### src/ecp_port_cfg.svh
// register offsets, field positions, reset values and mode codes
`ifndef ECP_PORT_CFG_SVH
`define ECP_PORT_CFG_SVH

// ============================================================
// bus geometry and answers
`define ADDR_W        8
`define RESP_OKAY     2'b00
`define RESP_SLVERR   2'b10

// ============================================================
// register byte offsets
`define OFS_DATA      8'h00
`define OFS_STATUS    8'h04
`define OFS_CONTROL   8'h08
`define OFS_FIFO      8'h0C
`define OFS_AFIFO     8'h10
`define OFS_CAPA      8'h14
`define OFS_CAPB      8'h18
`define OFS_ECR       8'h1C
`define OFS_THR       8'h20

// ============================================================
// extended control fields
`define ECR_MODE_HI   7
`define ECR_MODE_LO   5
`define ECR_FLTDIS    4
`define ECR_DMA       3
`define ECR_SVC       2
`define ECR_RESET     8'h14

// ============================================================
// line control fields
`define CTL_DIR       5
`define CTL_ACKIRQ    4
`define CTL_SELIN     3
`define CTL_INIT      2
`define CTL_AFD       1
`define CTL_STB       0
`define CTL_RESET     6'h04

// ============================================================
// mode encodings
`define MODE_STD      3'b000
`define MODE_BIDIR    3'b001
`define MODE_COMPAT_FIFO_PORT    3'b010
`define MODE_ECP      3'b011
`define MODE_EPP      3'b100
`define MODE_TEST     3'b110
`define MODE_CFG      3'b111

// ============================================================
// fixed read values, fifo size, threshold reset
`define CAPA_VALUE    8'h10
`define CAPB_ONES     6'h3F
`define STATUS_ONES   3'h7
`define CTL_ONES      2'h3
`define FIFO_DEPTH    16
`define THR_RESET     5'h08

`endif

### src/ecp_port_pkg.sv
// types shared by the parallel port controller and its fifo
package ecp_port_pkg;

	// handshake sequencer states
	typedef enum logic [1:0] {
		HS_IDLE,
		HS_FWD_STROBE,
		HS_REV_WAIT,
		HS_REV_ACK
	} hs_state_e;

	// one fifo entry: command tag and byte
	typedef struct packed {
		logic       cmd;
		logic [7:0] data;
	} fifo_entry_s;

	// pin inputs after synchronising
	typedef struct packed {
		logic       busy;
		logic       ack_n;
		logic       perror;
		logic       select;
		logic       fault_n;
		logic [7:0] pd;
	} pin_in_s;

endpackage

### src/shared_byte_fifo.sv
// flip-flop fifo shared by every fifo view of the port
`timescale 1ns/1ns
`default_nettype none

module shared_byte_fifo #(
	parameter int WIDTH = 9,
	parameter int DEPTH = 16,
	localparam int AW = $clog2(DEPTH),
	localparam int CW = AW + 1
) (
	input  wire logic             clk,
	input  wire logic             rst_n,
	input  wire logic             flush,
	input  wire logic             push,
	input  wire logic [WIDTH-1:0] push_data,
	input  wire logic             pop,
	output logic      [WIDTH-1:0] head,
	output logic                  full,
	output logic                  empty,
	output logic      [CW-1:0]    fill
);

	// ========================================================
	// elaboration check
	if (DEPTH < 2 || (DEPTH & (DEPTH - 1)) != 0) begin : g_chk
		$error("fifo depth must be a power of two, at least 2");
	end

	logic [WIDTH-1:0] mem_reg [DEPTH];
	logic [WIDTH-1:0] mem_next [DEPTH];
	logic [AW-1:0]    wr_reg, wr_next, rd_reg, rd_next;
	logic [CW-1:0]    cnt_reg, cnt_next;
	logic             do_push, do_pop;

	// flags come from the count, so they settle the cycle after
	assign full    = (cnt_reg == CW'(DEPTH));
	assign empty   = (cnt_reg == '0);
	assign fill    = cnt_reg;
	assign head    = mem_reg[rd_reg];
	assign do_push = push & ~full;
	assign do_pop  = pop & ~empty;

	// ========================================================
	// pointer and storage update; flush wins over traffic
	always_comb begin
		mem_next = mem_reg;
		wr_next  = wr_reg;
		rd_next  = rd_reg;
		cnt_next = cnt_reg;
		if (flush) begin
			wr_next  = '0;
			rd_next  = '0;
			cnt_next = '0;
		end else begin
			if (do_push) begin
				mem_next[wr_reg] = push_data;
				wr_next = wr_reg + AW'(1);
			end
			if (do_pop)
				rd_next = rd_reg + AW'(1);
			cnt_next = cnt_reg + CW'(do_push) - CW'(do_pop);
		end
	end

	// storage needs no reset, only the pointers and the count do
	always_ff @(posedge clk) begin
		mem_reg <= mem_next;
	end

	always_ff @(posedge clk) begin
		if (!rst_n) begin
			wr_reg  <= '0;
			rd_reg  <= '0;
			cnt_reg <= '0;
		end else begin
			wr_reg  <= wr_next;
			rd_reg  <= rd_next;
			cnt_reg <= cnt_next;
		end
	end

endmodule // shared_byte_fifo

`default_nettype wire

### src/ecp_parallel_port_fifo_ctrl.sv
// extended parallel port controller: registers, shared fifo, handshake
`timescale 1ns/1ns
`default_nettype none
`include "ecp_port_cfg.svh"

// ============================================================

module ecp_parallel_port_fifo_ctrl
	import ecp_port_pkg::*;
#(
	parameter int DEPTH = `FIFO_DEPTH
) (
	input  wire logic              aclk,
	input  wire logic              aresetn,
	input  wire logic [`ADDR_W-1:0] awaddr,
	input  wire logic              awvalid,
	output logic                   awready,
	input  wire logic [31:0]       wdata,
	input  wire logic [3:0]        wstrb,
	input  wire logic              wvalid,
	output logic                   wready,
	output logic [1:0]             bresp,
	output logic                   bvalid,
	input  wire logic              bready,
	input  wire logic [`ADDR_W-1:0] araddr,
	input  wire logic              arvalid,
	output logic                   arready,
	output logic [31:0]            rdata,
	output logic [1:0]             rresp,
	output logic                   rvalid,
	input  wire logic              rready,
	input  wire logic [7:0]        pd_in,
	output logic      [7:0]        pd_out,
	output logic                   pd_oe,
	output logic                   strobe_n,
	output logic                   autofd_n,
	output logic                   init_n,
	output logic                   selectin_n,
	input  wire logic              busy,
	input  wire logic              ack_n,
	input  wire logic              perror,
	input  wire logic              select,
	input  wire logic              fault_n,
	input  wire logic              dma_tc,
	input  wire logic              irq_line_level,
	output logic                   dma_req,
	output logic                   irq
);

	localparam int CW = $clog2(DEPTH) + 1;

	// thresholds are five bits wide, so the fifo may not exceed 16
	if (DEPTH < 2 || DEPTH > 16 || (DEPTH & (DEPTH - 1)) != 0)
	begin : g_chk
		$error("DEPTH must be a power of two from 2 to 16");
	end

	// ========================================================
	// declarations
	pin_in_s     pin_raw, meta_reg, meta_next, sync_reg, sync_next;
	pin_in_s     prev_reg, prev_next;
	logic [7:0]  data_reg, data_next;
	logic [5:0]  ctl_reg, ctl_next;
	logic [2:0]  mode_reg, mode_next;
	logic        fdis_reg, fdis_next, dma_reg, dma_next;
	logic        svc_reg, svc_next;
	logic [4:0]  thr_free_reg, thr_free_next;
	logic [4:0]  thr_fill_reg, thr_fill_next;
	logic        bvalid_reg, bvalid_next, rvalid_reg, rvalid_next;
	logic [1:0]  bresp_reg, bresp_next, rresp_reg, rresp_next;
	logic [31:0] rdata_reg, rdata_next;
	logic        irq_reg, irq_next;
	hs_state_e   hs_reg, hs_next;
	logic [7:0]  odata_reg, odata_next;
	logic        stb_reg, stb_next, afd_reg, afd_next;
	fifo_entry_s sw_entry, hs_entry, push_entry, head;
	logic        sw_push, hs_push, sw_pop, hs_pop, push, pop;
	logic        full, empty, flush, wr_go, rd_go;
	logic [CW-1:0] fill;
	logic [4:0]  fill5, free5;
	logic        dir_eff, auto_mode, fwd_auto, rev_auto, is_ecp;
	logic        svc_cond, fault_fall, ack_rise;

	// offsets are word aligned and contiguous up to thresholds
	function automatic logic known_ofs(input logic [`ADDR_W-1:0] a);
		return (a[1:0] == 2'b00) && (a <= `OFS_THR);
	endfunction

	// standard or bidir may go anywhere; others only back to them
	function automatic logic mode_ok(input logic [2:0] cur,
	                                 input logic [2:0] nxt);
		return (cur == `MODE_STD) || (cur == `MODE_BIDIR) ||
		       (nxt == `MODE_STD) || (nxt == `MODE_BIDIR);
	endfunction

	// ========================================================
	// pin synchroniser: two flops, then a third for edges
	assign pin_raw = '{busy: busy, ack_n: ack_n, perror: perror,
	                   select: select, fault_n: fault_n, pd: pd_in};

	always_comb begin
		meta_next = pin_raw;
		sync_next = meta_reg;
		prev_next = sync_reg;
	end

	// idle cable levels are high, so reset to ones avoids false edges
	always_ff @(posedge aclk) begin
		if (!aresetn) begin
			meta_reg <= '1;
			sync_reg <= '1;
			prev_reg <= '1;
		end else begin
			meta_reg <= meta_next;
			sync_reg <= sync_next;
			prev_reg <= prev_next;
		end
	end

	// ========================================================
	// mode decode
	assign is_ecp    = (mode_reg == `MODE_ECP);
	assign dir_eff   = ctl_reg[`CTL_DIR] && (mode_reg != `MODE_STD) &&
	                   (mode_reg != `MODE_COMPAT_FIFO_PORT);
	assign auto_mode = is_ecp || (mode_reg == `MODE_COMPAT_FIFO_PORT);
	assign fwd_auto  = auto_mode && !dir_eff;
	assign rev_auto  = is_ecp && dir_eff;
	assign flush     = (mode_reg == `MODE_STD);
	assign fill5     = 5'(fill);
	assign free5     = 5'(DEPTH) - fill5;

	// ========================================================
	// service condition and interrupt events
	always_comb begin
		if (dma_reg)
			svc_cond = dma_tc;
		else if (dir_eff)
			svc_cond = (fill5 >= thr_fill_reg);
		else
			svc_cond = (free5 >= thr_free_reg);
	end

	// fault only counts in forward ecp with its disable clear
	assign fault_fall = prev_reg.fault_n && !sync_reg.fault_n &&
	                    is_ecp && !dir_eff && !fdis_reg;
	assign ack_rise   = !prev_reg.ack_n && sync_reg.ack_n &&
	                    ctl_reg[`CTL_ACKIRQ];

	// dma asks only while the service flag is clear
	assign dma_req = dma_reg && !svc_reg && auto_mode &&
	                 (dir_eff ? !empty : !full);

	// ========================================================
	// axi handshakes: write takes address and data together
	assign wr_go   = awvalid && wvalid && !bvalid_reg;
	assign awready = wr_go;
	assign wready  = wr_go;
	assign rd_go   = arvalid && !rvalid_reg;
	assign arready = rd_go;
	assign bvalid  = bvalid_reg;
	assign bresp   = bresp_reg;
	assign rvalid  = rvalid_reg;
	assign rresp   = rresp_reg;
	assign rdata   = rdata_reg;
	assign irq     = irq_reg;

	// ========================================================
	// register file, bus answers, software fifo traffic
	always_comb begin
		data_next     = data_reg;
		ctl_next      = ctl_reg;
		mode_next     = mode_reg;
		fdis_next     = fdis_reg;
		dma_next      = dma_reg;
		svc_next      = svc_reg;
		thr_free_next = thr_free_reg;
		thr_fill_next = thr_fill_reg;
		bvalid_next   = bvalid_reg && !bready;
		bresp_next    = bresp_reg;
		rvalid_next   = rvalid_reg && !rready;
		rresp_next    = rresp_reg;
		rdata_next    = rdata_reg;
		sw_push       = 1'b0;
		sw_pop        = 1'b0;
		sw_entry      = '0;
		if (wr_go) begin
			bvalid_next = 1'b1;
			bresp_next  = known_ofs(awaddr) ? `RESP_OKAY : `RESP_SLVERR;
			if (wstrb[0]) begin
				unique case (awaddr)
					`OFS_DATA: data_next = wdata[7:0];
					`OFS_CONTROL: begin
						ctl_next[4:0] = wdata[4:0];
						if (mode_reg == `MODE_BIDIR)
							ctl_next[`CTL_DIR] = wdata[`CTL_DIR];
					end
					`OFS_FIFO: begin
						// one store behind every byte view
						if (fwd_auto || mode_reg == `MODE_TEST) begin
							sw_push  = 1'b1;
							sw_entry = '{cmd: 1'b0, data: wdata[7:0]};
						end
					end
					`OFS_AFIFO: begin
						// forward ecp only; bytes carry the command tag
						if (is_ecp && !dir_eff) begin
							sw_push  = 1'b1;
							sw_entry = '{cmd: 1'b1, data: wdata[7:0]};
						end
					end
					`OFS_ECR: begin
						if (mode_ok(mode_reg,
						            wdata[`ECR_MODE_HI:`ECR_MODE_LO]))
							mode_next = wdata[`ECR_MODE_HI:`ECR_MODE_LO];
						fdis_next = wdata[`ECR_FLTDIS];
						dma_next  = wdata[`ECR_DMA];
						svc_next  = wdata[`ECR_SVC];
					end
					`OFS_THR: begin
						thr_free_next = wdata[4:0];
						thr_fill_next = wdata[12:8];
					end
					default: ;
				endcase
			end
		end
		// hardware set comes after the write, so it wins a clash
		if (!svc_reg && svc_cond)
			svc_next = 1'b1;
		if (rd_go) begin
			rvalid_next = 1'b1;
			rresp_next  = known_ofs(araddr) ? `RESP_OKAY : `RESP_SLVERR;
			unique case (araddr)
				`OFS_DATA: rdata_next = {24'h0, (mode_reg == `MODE_BIDIR)
				                         ? sync_reg.pd : data_reg};
				`OFS_STATUS: rdata_next = {24'h0, !sync_reg.busy,
					sync_reg.ack_n, sync_reg.perror, sync_reg.select,
					sync_reg.fault_n, `STATUS_ONES};
				`OFS_CONTROL: rdata_next = {24'h0, `CTL_ONES, ctl_reg};
				`OFS_FIFO: begin
					rdata_next = '0;
					if ((rev_auto || mode_reg == `MODE_TEST) && !empty) begin
						rdata_next = {24'h0, head.data};
						sw_pop     = 1'b1;
					end
				end
				`OFS_ECR: rdata_next = {24'h0, mode_reg, fdis_reg, dma_reg,
				                       svc_reg, full, empty};
				`OFS_CAPA: rdata_next = (mode_reg == `MODE_CFG) ?
				                        {24'h0, `CAPA_VALUE} : '0;
				`OFS_CAPB: rdata_next = (mode_reg == `MODE_CFG) ?
				           {24'h0, 1'b0, irq_line_level, `CAPB_ONES} : '0;
				`OFS_THR: rdata_next = {19'h0, thr_fill_reg, 3'h0,
				                        thr_free_reg};
				default: rdata_next = '0;
			endcase
		end
		// service pulse is gated by the flag itself
		irq_next = (!svc_reg && svc_cond) || fault_fall || ack_rise;
	end

	always_ff @(posedge aclk) begin
		if (!aresetn) begin
			data_reg     <= '0;
			ctl_reg      <= `CTL_RESET;
			mode_reg     <= 3'(`ECR_RESET >> `ECR_MODE_LO);
			fdis_reg     <= 1'(`ECR_RESET >> `ECR_FLTDIS);
			dma_reg      <= 1'(`ECR_RESET >> `ECR_DMA);
			svc_reg      <= 1'(`ECR_RESET >> `ECR_SVC);
			thr_free_reg <= `THR_RESET;
			thr_fill_reg <= `THR_RESET;
			bvalid_reg   <= 1'b0;
			bresp_reg    <= `RESP_OKAY;
			rvalid_reg   <= 1'b0;
			rresp_reg    <= `RESP_OKAY;
			rdata_reg    <= '0;
			irq_reg      <= 1'b0;
		end else begin
			data_reg     <= data_next;
			ctl_reg      <= ctl_next;
			mode_reg     <= mode_next;
			fdis_reg     <= fdis_next;
			dma_reg      <= dma_next;
			svc_reg      <= svc_next;
			thr_free_reg <= thr_free_next;
			thr_fill_reg <= thr_fill_next;
			bvalid_reg   <= bvalid_next;
			bresp_reg    <= bresp_next;
			rvalid_reg   <= rvalid_next;
			rresp_reg    <= rresp_next;
			rdata_reg    <= rdata_next;
			irq_reg      <= irq_next;
		end
	end

	// ========================================================
	// automatic cable handshake
	always_comb begin
		hs_next    = hs_reg;
		odata_next = odata_reg;
		stb_next   = stb_reg;
		afd_next   = afd_reg;
		hs_pop     = 1'b0;
		hs_push    = 1'b0;
		hs_entry   = '{cmd: !sync_reg.busy, data: sync_reg.pd};
		unique case (hs_reg)
			HS_IDLE: begin
				if (fwd_auto && !empty && !sync_reg.busy) begin
					// byte, tag and strobe out in the same cycle; pop frees the slot
					odata_next = head.data;
					afd_next   = !head.cmd;
					stb_next   = 1'b1;
					hs_pop     = 1'b1;
					hs_next    = HS_FWD_STROBE;
				end else if (rev_auto && !sync_reg.perror && !full) begin
					afd_next = 1'b0;
					hs_next  = HS_REV_WAIT;
				end
			end
			HS_FWD_STROBE: begin
				// busy high means taken; release waits for busy high
				if (!fwd_auto || sync_reg.busy) begin
					stb_next = 1'b0;
					hs_next  = HS_IDLE;
				end
			end
			HS_REV_WAIT: begin
				if (!rev_auto) begin
					afd_next = 1'b1;
					hs_next  = HS_IDLE;
				end else if (!sync_reg.ack_n) begin
					hs_push  = 1'b1;
					afd_next = 1'b1;
					hs_next  = HS_REV_ACK;
				end
			end
			HS_REV_ACK: begin
				if (!rev_auto || sync_reg.ack_n)
					hs_next = HS_IDLE;
			end
		endcase
	end

	always_ff @(posedge aclk) begin
		if (!aresetn) begin
			hs_reg    <= HS_IDLE;
			odata_reg <= '0;
			stb_reg   <= 1'b0;
			afd_reg   <= 1'b1;
		end else begin
			hs_reg    <= hs_next;
			odata_reg <= odata_next;
			stb_reg   <= stb_next;
			afd_reg   <= afd_next;
		end
	end

	// ========================================================
	// shared fifo; cable and bus pushes, and their pops, never meet in one mode
	assign push       = sw_push || hs_push;
	assign pop        = sw_pop || hs_pop;
	assign push_entry = hs_push ? hs_entry : sw_entry;

	shared_byte_fifo #(
		.WIDTH ($bits(fifo_entry_s)),
		.DEPTH (DEPTH)
	) u_fifo (
		.clk       (aclk),
		.rst_n     (aresetn),
		.flush     (flush),
		.push      (push),
		.push_data (push_entry),
		.pop       (pop),
		.head      (head),
		.full      (full),
		.empty     (empty),
		.fill      (fill)
	);

	// ========================================================
	// cable outputs
	assign pd_out     = fwd_auto ? odata_reg : data_reg;
	// in ecp the bus is driven only while perror grants forward
	assign pd_oe      = !dir_eff && (!is_ecp || sync_reg.perror);
	assign strobe_n   = auto_mode ? !stb_reg : !ctl_reg[`CTL_STB];
	assign autofd_n   = is_ecp ? afd_reg : !ctl_reg[`CTL_AFD];
	assign init_n     = is_ecp ? !dir_eff : ctl_reg[`CTL_INIT];
	assign selectin_n = !ctl_reg[`CTL_SELIN];

endmodule // ecp_parallel_port_fifo_ctrl

`default_nettype wire

### config.mk
export PLATFORM = sky130hd
export DESIGN_NAME = ecp_parallel_port_fifo_ctrl
export DESIGN_NICKNAME = d
export VERILOG_FILES = /design/src/ecp_port_pkg.sv /design/src/shared_byte_fifo.sv /design/src/ecp_parallel_port_fifo_ctrl.sv
export VERILOG_INCLUDE_DIRS = /design/src
export SDC_FILE = /design/constraint.sdc
export NUM_CORES = 1
export LEC_CHECK = 0
export BUFFER_PORTS_ARGS = -buffer_cell sky130_fd_sc_hd__buf_2
export CAP_MARGIN = 20
export CORE_MARGIN = 4
export CORE_UTILIZATION = 40
export CTS_CLUSTER_DIAMETER = 80
export DETAILED_ROUTE_END_ITERATION = 10
export GPL_TIMING_DRIVEN = 0
export PLACE_DENSITY = 0.55
export SLEW_MARGIN = 20
export SYNTH_ARGS = -nofsm -noshare
export SYNTH_HDL_FRONTEND = slang
export SYNTH_HIERARCHICAL = 1
export SYNTH_SLANG_ARGS = --single-unit
export TNS_END_PERCENT = 10
### constraint.sdc
create_clock -name aclk -period 8.5 [get_ports aclk]
set_clock_uncertainty 0.2 [all_clocks]
set_input_delay 0.425 -clock aclk [delete_from_list [all_inputs] [get_ports aclk]]
set_output_delay 0.425 -clock aclk [all_outputs]
set_load 0.05 [all_outputs]
==> qor.csv <==
metric,value,unit
area added between synthesis and finish,20.1,%
synthesized area per cell,12.9,um2
slew margin rel.,20.2,%
Final Max Slew Viols,0,
min Tclk post-route,4640,ps
crit start category,flop,
vias in the first global route,7127,
ys async rst share,0,%
setup tns final,0,ps
TritonRoute pass-1 iters,5,
overall routing resource usage,18.7,%
final net count,1101,
# diodes,0,
family with the most delay on the worst path,simple AND/OR/NAND/NOR gates,
leakage,4.42,nW
Post-Route WL,28.4,mm
Critical Path Source,u_fifo/fill[2],
Post-synth EDFFs,144,
RSZ-0062 raised after global routing,no,
critical path type,reg -> reg,
layout cells sized above 1,20.5,%
# IOs,130,
Core Area,26800,um2
Synth area leader,edfxtp_1,
post_cts resized,0,
largest net degree at the start of global routing,17,
Clock transition at path regs,60,ps
Yosys cell types,68,
first-pass GRT wire length,43.4,mm
Routed Antenna Nets,0,
data required time of the worst path,8770,ps
Root Driver,clkbuf_16,
crit-path cells,inv_1 -> ha_1 -> or4b_4 -> inv_1 -> or4_1 -> or3_1 -> buf_2 -> o21ai_1 -> nand2_1 -> inv_1 -> ha_1 -> inv_1 -> ha_1 -> fa_1 -> a21oi_1 -> nor2_1 -> or3_1 -> a21oi_1,
grt total ovfl,0,
via count,7250,
Hold Fails Final Rpt,0,
post-synthesis sequential area ratio,58.4,%
post-CTS setup buffer count,0,
synthesized instance count,839,
Max IR drop VDD,0.000122,V
Initial Util,40.5,%
Bufs on Longest Clock Path,3,
Placer Congestion,0.866,
Worst Path Buf+Inv,5,
"Setup violations, final",0,
R2R Path End,u_fifo/fill[4],
Setup crit end kind,flop,
critical path's slowest cell,or4_1,
CTS tree,yes,
Die W,173,um
hold path cells,3,
total power,2.56,mW
reg2reg start,u_fifo/fill[2],
DP HPWL,20.0,mm
cell depth of the worst flop-to-flop path,18,
crit-path most repeated cell,inv_1,
area of the mapped netlist,10900,um2
PD cells,196,nW/um2
Worst Path Arrival,4910,ps
drt wl/cell,20.8,um
Reg2Reg Setup Slack,3860,ps
max_cap viols,0,
Util after Layout,48.7,%
Hold Crit Class,in -> reg,
clock sink count,245,
total CTS buffers,28,
initial drt markers,454,
crit-path max cell delay,590,ps
row cnt,60,
status,"finished, final reports clean",
"Clk Latency, worst-skew pair",550,ps
Yosys reg bits,245,
Crit path depth,18,
Tcrit/Tclk final,54.6,%
H-tree depth,1,
Residual DRC,0,
"critical path fanouts, max",9,
Yosys warnings,6,
max reg flops,144,
initial antenna violation count,0,
synth top area cells,"edfxtp_1 (40%), dfxtp_1 (19%), mux4_2 (4.4%), mux2i_1 (4.1%), mux4_1 (3.6%)",
FMAX,0.216,GHz
"Top FF cell, synth",edfxtp_1,
vias per inst,5.30,
Worst-Margin Slew,1180,ps
top cell type's share of synthesized area,39.8,%
Die Area,29900,um2
Vert. Die Dim,173,um
I/O Buffers,86,
CP endpoint,u_fifo/fill[4],
# hold bufs at CTS,25,
cells in the final DEF, fill, tap and decap left out, types with 4 or more instances in the layout:
master / n
o211ai_1: 5
inv_1: 30
mux4_2: 21
clkinvlp_4: 5
and2_1: 9
nor2b_1: 41
a22o_1: 11
ha_1: 22
a21oi_1: 17
dlygate4sd3_1: 25
edfxtp_1: 144
clkinv_1: 5
a221oi_1: 6
conb_1: 21
nand3_1: 12
dfxtp_1: 101
clkbuf_16: 28
nand2b_1: 40
o21ai_0: 18
nor3_2: 4
xnor2_1: 7
mux4_1: 15
a31oi_1: 8
nand2_1: 56
a22oi_1: 26
nor3_1: 13
buf_2: 93
nor4_1: 4
clkinv_2: 4
o21ai_1: 5
clkbuf_1: 27
buf_4: 26
xor2_1: 5
mux2_2: 11
nor2_1: 52
mux2i_1: 44
final cells by class:
| class | count | area (um2) |
|---|---|---|
| Clock inverter | 20 | 216 |
| Buffer | 59 | 348 |
| Tap cell | 341 | 427 |
| Multi-Input combinational cell | 525 | 4160 |
| Timing Repair Buffer | 115 | 711 |
| Fill cell | 2428 | 13800 |
| Inverter | 30 | 113 |
| Sequential cell | 245 | 6350 |
| Clock buffer | 32 | 726 |
per-layer routing:
metal / GRT usage (%) / up-vias / wire, um
met1: 26.7 / 3565 / 13100
met2: 29.2 / 226 / 12900
met5: 0 / - / 0
met4: 4.96 / 0 / 703
li1: - / 3413 / -
met3: 4.18 / 46 / 1740
logic make-up (layout without fill, tap and decap cells):
group | after synthesis | count (layout) | synth area share (%)
buffers and inverters | 89 | 256 | 4.24
flip-flops | 245 | 245 | 58.4
other | 1 | 21 | 0.0345
multiplexers | 92 | 92 | 13.3
AND/OR/NAND/NOR | 259 | 259 | 12.9
AO/OA/AOI/OAI | 118 | 118 | 7.43
XOR/XNOR | 12 | 12 | 0.968
adder cells (fa/ha/maj) | 23 | 23 | 2.72
synthesized netlist by cell type, types with 3 or more instances:
cell type	number
a31oi_1	8
nand2b_1	40
o211ai_1	5
nor3_1	17
xor2_1	5
dfxtp_1	101
nor2b_1	41
nor2_1	52
a22oi_1	26
inv_1	30
mux4_1	15
nand4_1	3
a22o_1	11
nor4_1	4
buf_2	7
mux2i_1	44
a221oi_1	6
a21o_1	3
edfxtp_1	144
o21ai_0	18
clkbuf_1	24
xnor2_1	7
buf_4	22
o31ai_1	3
o21ai_1	6
a311oi_1	3
nand3_1	12
mux2_2	11
ha_1	22
buf_1	3
or3_1	3
mux4_2	21
nand3b_1	3
a21oi_1	17
nand2_1	56
and2_1	9
how the worst min path moves through the flow:
stage | endpoint | start | slack [ps]
2_1_floorplan | hs_entry[0] | meta_reg[0] | 190
3_3_place_gp | hs_entry[7] | meta_reg[7] | 190
3_5_place_dp | hs_entry[7] | meta_reg[7] | 190
4_1_cts | bresp[1] | awaddr[6] | 5
5_1_grt | data_reg[1] | wdata[1] | 40
6_report | bresp[1] | awaddr[6] | 20
stage by stage:
stage	worst slack (ps)	instances	cell area, um2	hold slack [ps]
4_1_cts	3810	1367	13000	4.76
3_5_place_dp	3860	1290	11800	191
3_3_place_gp	3580	1286	11800	191
5_1_grt	3580	1367	13000	36.4
6_report	3860	1367	13000	22.0
2_1_floorplan	4400	859	10900	186
worst reg2reg max path: stages (launching register included):
cell and delay (ps):
dfxtp_1 440, inv_1 100, ha_1 220, or4b_4 240
inv_1 130, or4_1 590, or3_1 320, buf_2 230
o21ai_1 260, nand2_1 190, inv_1 100, ha_1 130
inv_1 40, ha_1 220, fa_1 460, a21oi_1 160
nor2_1 70, or3_1 340, a21oi_1 140
where the power goes:
part	internal (mW)	total [mW]	switching [mW]	leakage [nW]
logic	0.0371	0.103	0.0658	2.09
registers	1.25	1.25	0.00429	1.89
clock network	0.710	1.20	0.494	0.444
total	2.00	2.56	0.564	4.42
Note: power is estimated with default switching activity, not from simulation.
